==> src/evc_defines.vh <==
// Contract
// - Minimum pressure/altitude held in three bytes, MSB first.
// - Maximum pressure/altitude held in three bytes, MSB first.
// - Altitude form: signed, 4-bit fraction in low bits.
// - Pressure form: unsigned, 18 integer, 2 fraction bits.
// - Temperature extremes: signed 12-bit, 4-bit fraction.
// - Minimum temperature in two bytes, upper first.
// - Maximum temperature in two bytes, upper first.
// - Extremes reset zero, host-clearable, low nibble read-only.
// - Control register layout and zero reset value.
// - Altitude bit selects barometer or altimeter form.
// - Oversampling ratio is two to the code.
// - Software reset: standby, reload defaults, bit self-clears.
// - One-shot in standby measures once, then self-clears.
`ifndef EVC_DEFINES_VH
`define EVC_DEFINES_VH
`define EVC_ADDR_PMIN_H 8'h1c
`define EVC_ADDR_PMIN_M 8'h1d
`define EVC_ADDR_PMIN_L 8'h1e
`define EVC_ADDR_TMIN_H 8'h1f
`define EVC_ADDR_TMIN_L 8'h20
`define EVC_ADDR_PMAX_H 8'h21
`define EVC_ADDR_PMAX_M 8'h22
`define EVC_ADDR_PMAX_L 8'h23
`define EVC_ADDR_TMAX_H 8'h24
`define EVC_ADDR_TMAX_L 8'h25
`define EVC_ADDR_CTRL 8'h26
`define EVC_CTRL_RESET 8'h00
`define EVC_BIT_ALT 7
`define EVC_BIT_OS_HI 5
`define EVC_BIT_OS_LO 3
`define EVC_BIT_RST 2
`define EVC_BIT_OST 1
`define EVC_BIT_STANDBY_ACTIVE_SELECT 0
`define EVC_LOW_MASK 8'hf0
`define EVC_BOOT_CYCLES 4'h8
`endif

==> src/evc_regs.v <==
`timescale 1ns/1ns
`include "evc_defines.vh"
// Extreme-value capture registers and main control register.
// The serial bus engine outside presents byte writes and reads by address.
module evc_regs #(
    parameter BOOT_CYCLES = `EVC_BOOT_CYCLES
) (
    // Clock and reset
    input wire clk,
    input wire rst_b,
    // Register port from the serial bus engine
    input wire [7:0] reg_addr,
    input wire reg_wr,
    input wire [7:0] reg_wdata,
    input wire reg_rd,
    output reg [7:0] reg_rdata,
    // Measurement engine results
    input wire meas_done,
    input wire [19:0] meas_press_alt,
    input wire [11:0] meas_temp,
    // Measurement engine control
    output wire meas_start,
    output wire active_mode,
    output wire altitude_mode_select,
    output wire [2:0] oversample_code,
    output wire [7:0] oversample_ratio,
    // Serial engine reset
    output wire bus_reset
);
    // Reset is released through two flops so that no register leaves reset on a metastable edge.
    reg rst_s1_r;
    reg rst_s2_r;
    wire rst_n = rst_s2_r;

    always @(posedge clk or negedge rst_b)
    begin
        if (!rst_b)
        begin
            rst_s1_r <= 1'b0;
            rst_s2_r <= 1'b0;
        end
        else
        begin
            rst_s1_r <= 1'b1;
            rst_s2_r <= rst_s1_r;
        end
    end

    reg [19:0] pmin_r;
    reg [19:0] pmax_r;
    reg [11:0] tmin_r;
    reg [11:0] tmax_r;
    reg alt_r;
    reg [2:0] os_r;
    reg ost_r;
    reg standby_active_select_r;
    reg boot_r;
    reg [3:0] boot_cnt_r;
    reg ost_pend_r;

    // Signed compare in altitude form, unsigned in pressure form.
    function less20;
        input [19:0] a;
        input [19:0] b;
        input signed_cmp;
        begin
            if (signed_cmp)
                less20 = $signed(a) < $signed(b);
            else
                less20 = a < b;
        end
    endfunction

    // Temperature extremes are always signed.
    function less12;
        input [11:0] a;
        input [11:0] b;
        begin
            less12 = $signed(a) < $signed(b);
        end
    endfunction

    // Low bytes carry four value bits on top; the reserved nibble always reads zero.
    function [7:0] low_byte;
        input [3:0] frac;
        begin
            low_byte = {frac, 4'h0};
        end
    endfunction

    assign altitude_mode_select = alt_r;
    assign oversample_code = os_r;
    assign oversample_ratio = 8'h01 << os_r;
    assign active_mode = standby_active_select_r;
    assign bus_reset = boot_r;
    // A fresh one-shot request is passed out once as a start pulse.
    assign meas_start = ost_pend_r;

    wire wr_ctrl = reg_wr && reg_addr == `EVC_ADDR_CTRL;
    // Results are kept at full precision; their fraction bits land on top of the low bytes.
    wire [19:0] pnew = meas_press_alt;
    wire [11:0] tnew = meas_temp;

    always @(posedge clk or negedge rst_n)
    begin
        if (!rst_n)
        begin
            pmin_r <= 20'h0_0000;
            pmax_r <= 20'h0_0000;
            tmin_r <= 12'h000;
            tmax_r <= 12'h000;
            alt_r <= 1'b0;
            os_r <= 3'h0;
            ost_r <= 1'b0;
            standby_active_select_r <= 1'b0;
            boot_r <= 1'b0;
            boot_cnt_r <= 4'h0;
            ost_pend_r <= 1'b0;
        end
        else if (boot_r)
        begin
            // Reboot: device already dropped to standby, reload defaults.
            // Host writes are refused until the count runs out.
            pmin_r <= 20'h0_0000;
            pmax_r <= 20'h0_0000;
            tmin_r <= 12'h000;
            tmax_r <= 12'h000;
            alt_r <= 1'b0;
            os_r <= 3'h0;
            ost_r <= 1'b0;
            standby_active_select_r <= 1'b0;
            ost_pend_r <= 1'b0;
            boot_cnt_r <= boot_cnt_r + 4'h1;
            if (boot_cnt_r == BOOT_CYCLES - 4'h1)
                boot_r <= 1'b0;
        end
        else
        begin
            ost_pend_r <= 1'b0;
            // Measurement result updates extremes; host write below wins.
            if (meas_done)
            begin
                // The mode bit is read live, so extremes stored in the other form compare
                // as mixed units; the host should clear them after switching modes.
                if (less20(pnew, pmin_r, alt_r))
                    pmin_r <= pnew;
                if (less20(pmax_r, pnew, alt_r))
                    pmax_r <= pnew;
                if (less12(tnew, tmin_r))
                    tmin_r <= tnew;
                if (less12(tmax_r, tnew))
                    tmax_r <= tnew;
                if (!standby_active_select_r)
                    ost_r <= 1'b0;
            end
            if (reg_wr)
            begin
                case (reg_addr)
                    `EVC_ADDR_PMIN_H: pmin_r[19:12] <= reg_wdata;
                    `EVC_ADDR_PMIN_M: pmin_r[11:4] <= reg_wdata;
                    `EVC_ADDR_PMIN_L: pmin_r[3:0] <= reg_wdata[7:4];
                    `EVC_ADDR_TMIN_H: tmin_r[11:4] <= reg_wdata;
                    `EVC_ADDR_TMIN_L: tmin_r[3:0] <= reg_wdata[7:4];
                    `EVC_ADDR_PMAX_H: pmax_r[19:12] <= reg_wdata;
                    `EVC_ADDR_PMAX_M: pmax_r[11:4] <= reg_wdata;
                    `EVC_ADDR_PMAX_L: pmax_r[3:0] <= reg_wdata[7:4];
                    `EVC_ADDR_TMAX_H: tmax_r[11:4] <= reg_wdata;
                    `EVC_ADDR_TMAX_L: tmax_r[3:0] <= reg_wdata[7:4];
                    default: ;
                endcase
            end
            if (wr_ctrl)
            begin
                if (reg_wdata[`EVC_BIT_RST])
                begin
                    standby_active_select_r <= 1'b0;
                    boot_r <= 1'b1;
                    boot_cnt_r <= 4'h0;
                end
                else
                begin
                    // Mode fields are taken as written; the host must be in standby.
                    alt_r <= reg_wdata[`EVC_BIT_ALT];
                    os_r <= reg_wdata[`EVC_BIT_OS_HI:`EVC_BIT_OS_LO];
                    standby_active_select_r <= reg_wdata[`EVC_BIT_STANDBY_ACTIVE_SELECT];
                    ost_r <= reg_wdata[`EVC_BIT_OST];
                    ost_pend_r <= reg_wdata[`EVC_BIT_OST] && !ost_r;
                end
            end
        end
    end

    reg [7:0] rdata_nxt;

    // Read decode is combinational; reserved and reset bits read zero.
    always @*
    begin
        case (reg_addr)
            `EVC_ADDR_PMIN_H: rdata_nxt = pmin_r[19:12];
            `EVC_ADDR_PMIN_M: rdata_nxt = pmin_r[11:4];
            `EVC_ADDR_PMIN_L: rdata_nxt = low_byte(pmin_r[3:0]);
            `EVC_ADDR_TMIN_H: rdata_nxt = tmin_r[11:4];
            `EVC_ADDR_TMIN_L: rdata_nxt = low_byte(tmin_r[3:0]);
            `EVC_ADDR_PMAX_H: rdata_nxt = pmax_r[19:12];
            `EVC_ADDR_PMAX_M: rdata_nxt = pmax_r[11:4];
            `EVC_ADDR_PMAX_L: rdata_nxt = low_byte(pmax_r[3:0]);
            `EVC_ADDR_TMAX_H: rdata_nxt = tmax_r[11:4];
            `EVC_ADDR_TMAX_L: rdata_nxt = low_byte(tmax_r[3:0]);
            `EVC_ADDR_CTRL: rdata_nxt = {alt_r, 1'b0, os_r, 1'b0, ost_r, standby_active_select_r};
            default: rdata_nxt = 8'h00;
        endcase
    end

    // The returned byte is registered and holds until the next read strobe.
    always @(posedge clk or negedge rst_n)
    begin
        if (!rst_n)
            reg_rdata <= 8'h00;
        else if (reg_rd)
            reg_rdata <= rdata_nxt;
    end
endmodule // evc_regs

==> config.mk <==
export PLATFORM = sky130hd
export DESIGN_NAME = evc_regs
export DESIGN_NICKNAME = d
export VERILOG_FILES = /design/src/evc_regs.v
export VERILOG_INCLUDE_DIRS = /design/src
export SDC_FILE = /design/constraint.sdc
export NUM_CORES = 1
export LEC_CHECK = 0
export BUFFER_PORTS_ARGS = -buffer_cell sky130_fd_sc_hd__buf_2
export CORE_ASPECT_RATIO = 1.25
export CORE_MARGIN = 3
export CORE_UTILIZATION = 54
export DETAILED_ROUTE_END_ITERATION = 7
export PLACE_DENSITY = 0.78
export SYNTH_ARGS = -nofsm -noshare
export SYNTH_HDL_FRONTEND = slang
export SYNTH_SLANG_ARGS = --single-unit
==> constraint.sdc <==
create_clock -name clk -period 2.4 [get_ports clk]
set_input_delay 0.12 -clock clk [delete_from_list [all_inputs] [get_ports clk]]
set_output_delay 0.12 -clock clk [all_outputs]
set_load 0.02 [all_outputs]
Word-level counts from Yosys, hierarchy flattened
Index checks and enable logic that the tools add are counted.
- flip-flop bits (word level): 86
- input bits: 53
- output and inout port bits: 23
- logic and storage cells: 99
- add/sub/neg operators: 1
- magnitude comparators: 6
- eq/ne operators: 13
- shift operators: 1
- muxes and demuxes: 57
- reductions and logical operators: 7
- operators with widths (operator ; count):
    $mux W20 ; 8
    $mux W12 ; 8
    $pmux W8 S11 ; 1
    $lt A20 B20 Y1 ; 4
    $eq A8 B6 Y1 const B ; 7
    $mux W8 ; 6
    $eq A8 B5 Y1 const B ; 4
    $mux W4 ; 7
    $lt A12 B12 Y1 ; 2
    $mux W1 ; 24
    $mux W3 ; 3
    $shl A1 B3 Y8 const A ; 1
    $add A4 B1 Y4 const B ; 1
    $eq A4 B3 Y1 const B ; 1
    $reduce_and A2 Y1 ; 2
    $reduce_bool A2 Y1 ; 2
    $logic_and A1 B1 Y1 ; 2
    $ne A2 B1 Y1 const B ; 1
    $logic_not A1 Y1 ; 1

Logic depth before layout (Yosys ltp)
- depth in word-level cells: 9
- gate-level depth with buffers: 11
- mapped depth without buffers: 9

Worst setup path before layout
OpenSTA, ideal clock, no wires.
- kind: reg2reg
- start point: register pmax_r[13]
- end point: register pmax_r[12]
- library setup time: 142 ps
- arrival time: 2312 ps
- path slack: -54 ps
- cell stages (with the launch flop): 10
- buffers on the path: 1
- cell sequence: dfrtp_1 -> ha_1 -> a21o_1 -> a221o_1 -> o2bb2ai_1 -> a2111oi_2 -> mux2i_1 -> buf_6 -> mux2i_1 -> a211oi_1
- cells in the longest elaborated chain, start to end: 9
- elaborated cells between the ends (all ways): 10
- those cells by class: order compare: 2; mux: 8
- ends and longest elaborated chain (item ; line ; source):
    start: declaration ; evc_regs.v:50 ; reg [19:0] pmax_r;
    start signal: assignment ; evc_regs.v:148 ; pmax_r <= pnew;
    start signal: assignment ; evc_regs.v:164 ; `EVC_ADDR_PMAX_H: pmax_r[19:12] <= reg_wdata;
    $lt A20 B20 Y1 (on tied branches) ; evc_regs.v:70, evc_regs.v:68 ;
    $mux W1 * ; evc_regs.v:67 ; if (signed_cmp)
    $mux W1 * ; evc_regs.v:141 ; if (meas_done)
    $mux W1 * ; evc_regs.v:120 ; else if (boot_r)
    $mux W20 * ; evc_regs.v:147 ; if (less20(pmax_r, pnew, alt_r))
    $mux W20 * ; evc_regs.v:141 ;
    $mux W8 ; evc_regs.v:158 ; case (reg_addr)
    $mux W20 * ; evc_regs.v:156 ; if (reg_wr)
    $mux W20 * ; evc_regs.v:120 ;
Mark *: on every way between the ends. The rest lies on a longest branch, timed or not. The select of a mux whose other input is x is not followed.
A chain may end at the register's enable or synchronous reset.

Worst setup path after layout
- start point: register pmin_r[17]
- end point: register pmin_r[14]
- cells in the longest elaborated chain, start to end: 9
- elaborated cells between the ends (all ways): 10
- those cells by class: order compare: 2; mux: 8
- ends and longest elaborated chain (item ; line ; source):
    start: declaration ; evc_regs.v:49 ; reg [19:0] pmin_r;
    start signal: assignment ; evc_regs.v:146 ; pmin_r <= pnew;
    start signal: assignment ; evc_regs.v:159 ; `EVC_ADDR_PMIN_H: pmin_r[19:12] <= reg_wdata;
    $lt A20 B20 Y1 (on tied branches) ; evc_regs.v:70, evc_regs.v:68 ;
    $mux W1 * ; evc_regs.v:67 ;
    $mux W1 * ; evc_regs.v:141 ;
    $mux W1 * ; evc_regs.v:120 ;
    $mux W20 * ; evc_regs.v:145 ; if (less20(pnew, pmin_r, alt_r))
    $mux W20 * ; evc_regs.v:141 ;
    $mux W8 ; evc_regs.v:158 ;
    $mux W20 * ; evc_regs.v:156 ;
    $mux W20 * ; evc_regs.v:120 ;
Marked as above.

==> flow_metrics.py <==
metrics = {
    "run": {
        "maxCapViolations": 0,
    },
    "drt": {
        "drtIter0Drc": 522,
        "drcViolationCount": 0,
        "drt-wirelength-per-cell_microns": 22.22,
        "ant_nets": 0,
        "first_pass_iters": 5,
        "vias": 6631,
        "post_drt_via_cell_ratio": 6.438,
        "wl_mm": 22.88,
    },
    "die": {
        "core_region_area_sq_um": 11670,
        "die_height_microns": 128.4,
        "pin_count": 76,
        "dieArea_sq_um": 13350,
        "fp.dieW_microns": 104.0,
        "core.rowCount": 44,
        "start_util_pct": 55.49,
    },
    "power": {
        "p_comb_share_pct": 54.3,
        "p_clk_share_pct": 17.0,
        "internal_power_w": 0.005328,
        "p_per_area_nw_per_um2": 1028,
        "p_switching_w": 0.003421,
        "sw_frac_of_total_pct": 39.11,
        "peakVddDrop_uv": 793.2,
        "p_leak_nw": 4.127,
        "seqPwrFrac_pct": 28.8,
    },
    "synth": {
        "yosysMostFrequentCell": "dfrtp_1",
        "synth_xor_area_share_pct": 0.1352,
        "synth_edf_count": 0,
        "ys_ff_latch": 86,
        "avgSynthCellArea_sq_um": 9.058,
        "synth_nets": 829,
        "synth_top_area_share_pct": 33.23,
        "ys_seq_area_share_pct": 33.23,
        "syn_inst": 715,
        "synth_area_sq_um": 6476,
        "synthMuxAreaShare_pct": 10.49,
        "synth_top_area_cell": "dfrtp_1",
        "netlist_top_cells_area": "dfrtp_1 (33%), ha_1 (12%), mux2i_1 (7.9%), a211oi_1 (5.4%), nor2_1 (4.5%)",
        "yosys_most_used_dff": "dfrtp_1",
        "synth-simple-area-share_pct": 14.95,
        "yosys_warnings": 0,
        "synth_fa_ha_area_share_pct": 11.79,
        "synth_top_family_by_area": "compound AO/OA/AOI/OAI gates",
        "synth_compound_area_share_pct": 21.29,
        "yosys.cell_types.count": 60,
        "synthArstFlopShare_pct": 100.0,
        "ys_top_cells_by_count": "dfrtp_1 (86), nor2_1 (77), inv_1 (74)",
    },
    "run_status": {
        "status": "finished with violations",
        "violations": "negative setup slack",
    },
    "timing": {
        "slew_headroom_pct": 52.13,
        "min_period_ns": 2.764,
        "clock.fmax_mhz": 361.8,
        "tightest_slew_ns": 0.7164,
        "post-route-period-util_pct": 115.2,
        "worst_hold_slack_ns": 0.07428,
        "grt_setup_unrepaired": "true",
        "skew_ns": 0.01063,
        "maxSlewViolCount": 0,
        "finalSetupViolations": 40,
        "hold_viol_final": 0,
        "setup_ws_ns": -0.3637,
    },
    "placed_design": {
        "dp.cells": 988,
        "portBuffers": 75,
        "dpl_cell_area_sq_um": 7532,
        "dp_slack_ns": -0.2925,
        "gp_congestion": 1.049,
        "hpwl_mm": 15.43,
    },
    "finish": {
        "fill_cells": 815,
        "synthToLayoutAreaGrowth_pct": 31.47,
        "num_antenna_cells": 0,
        "fin_util_pct": 72.95,
        "final_cell_area_sq_um": 8514,
        "multi_input_area_sq_um": 4194,
        "fin_cells": 1030,
        "drive_above_1_share_pct": 33.37,
        "area.sequential_sq_um": 2157,
        "nets": 978,
    },
    "critical_path": {
        "setup.worst_path.end_class": "flop",
        "ff2ff_setup_slack_ns": -0.36,
        "r2r-start": "pmin_r[17]",
        "arrival_ns": 3.00,
        "start_kind": "flop",
        "reg2reg_depth": 10,
        "critPathMaxFanout": 7,
        "path_class": "reg2reg",
        "reg2reg_to": "pmin_r[14]",
        "crit_required_ns": 2.63,
    },
    "hold_path": {
        "min_to": "reg_rdata[4]",
        "hold_class": "in2reg",
        "min-delay-start": "reg_rd",
        "holdPathStages": 2,
    },
    "global_route": {
        "grt_usage_pct": 32.88,
        "grt_pass1_wl_mm": 34.49,
        "grt_max_degree": 73,
        "grt_pass1_vias": 6559,
        "gr-total-overflow": 0,
        "antenna_found_initial": 0,
    },
    "clock_network": {
        "clock_path_buffers": 2,
        "insertion_delay_ns": 0.35,
        "htreeDepth": 3,
        "cts_buffers": 9,
        "cts.sinks": 86,
        "cts-root-buf": "clkbuf_16",
        "clk_pin_slew_ns": 0.07,
        "cts_tree": "done",
    },
}
[critical path: stages, from the launching register on]
cell,delay (ns)
dfrtp_1,0.39
inv_2,0.07
ha_4,0.27
and4_4,0.21
nand4_1,0.20
a311o_2,0.49
a211oi_4,0.33
buf_4,0.17
buf_8,0.13
o21ai_2,0.06
a311oi_1,0.33
[cell families (layout without fill, tap and decap cells)]
kind of cell / Yosys count / count (layout)
and+or+nand+nor: 187 / 187
buffers and inverters: 123 / 277
xor gates and xnor gates: 1 / 1
AOI/OAI and AO/OA: 197 / 197
adders and majority gates: 61 / 61
other: 1 / 1
DFF: 86 / 86
muxes: 59 / 59
[cell type report]
| class | instances | area share, % |
|---|---|---|
| Clock buffer | 9 | 2.645 |
| Tap cell | 161 | 2.366 |
| Timing Repair Buffer | 187 | 16.21 |
| Multi-Input combinational cell | 506 | 49.26 |
| Clock inverter | 7 | 0.9258 |
| Inverter | 74 | 3.262 |
| Sequential cell | 86 | 25.33 |
[layer usage]
layer | global-route usage (%) | wire (microns) | vias up
li1 | - | - | 2920
met1 | 38.41 | 8326 | 3221
met2 | 55.76 | 11020 | 383
met3 | 7.075 | 2006 | 107
met4 | 20.03 | 1535 | 0
met5 | 0 | 0 | -
[power groups by stage]
stage | sequential, W | clock [W] | combinational, W
after floorplan | 0.00240 | 0 | 0.00244
after detailed placement | 0.00250 | 0 | 0.00390
final | 0.00252 | 0.00148 | 0.00475
after global routing | 0.00257 | 0.00154 | 0.00511
after global placement | 0.00246 | 0 | 0.00371
after CTS | 0.00249 | 0.00148 | 0.00415
[cells in the final DEF, fill, tap and decap left out, types with 9 or more instances in the layout]
master | synthesis | layout
buf_2 | 8 | 75
mux2i_1 | 51 | 48
nand4_1 | 9 | 9
a21o_1 | 13 | 13
a21oi_1 | 28 | 28
o21ai_0 | 38 | 20
a311oi_1 | 20 | 13
clkbuf_16 | 0 | 10
o21ai_2 | 0 | 16
nand3_2 | 10 | 14
buf_4 | 1 | 94
inv_1 | 74 | 69
nand3_1 | 22 | 15
dfrtp_1 | 86 | 84
a211oi_1 | 47 | 44
nor2_1 | 77 | 77
nand2_1 | 22 | 22
nor3b_1 | 11 | 11
o22ai_1 | 11 | 11
ha_1 | 61 | 53
[through the flow]
stage / TNS [ns] / total power, W
finish: -9.648 / 0.008749
global route: -13.28 / 0.009226
CTS: -6.178 / 0.008127
detailed placement: -6.543 / 0.006398
global placement: -3.742 / 0.006176
floorplan: 0 / 0.004840
[how the worst max path moves through the flow]
stage               startpoint          to  slack (ns)
floorplan            pmax_r[5]  pmax_r[12]        0.02
global placement     pmax_r[5]  pmax_r[18]       -0.19
detailed placement   pmax_r[5]  pmax_r[14]       -0.29
CTS                  pmax_r[6]  pmax_r[14]       -0.23
global route        pmin_r[16]  pmin_r[14]       -0.41
finish              pmin_r[17]  pmin_r[14]       -0.36
[what timing repair did]
item | in CTS | in global routing
endpoints found under the hold margin | 2 | 0
pin swaps | 48 | 30
cloned | 3 | 1
setup buffers | 5 | 19
endpoints found under the setup margin | 40 | 60
resized for setup | 65 | 38
hold buffers | 1 | 0
[sequential cells by signal, summed over array words and instances (netlist names)]
signal and count:
meas_start 1, altitude_mode_select 1, oversample_code 3, boot_cnt_r 4, rst_s1_r 1, bus_reset 1, rst_n 1, tmax_r 12
tmin_r 12, active_mode 1, reg_rdata 8, ost_r 1, pmin_r 20, pmax_r 20
No activity file was read; power rests on OpenSTA's default activity.
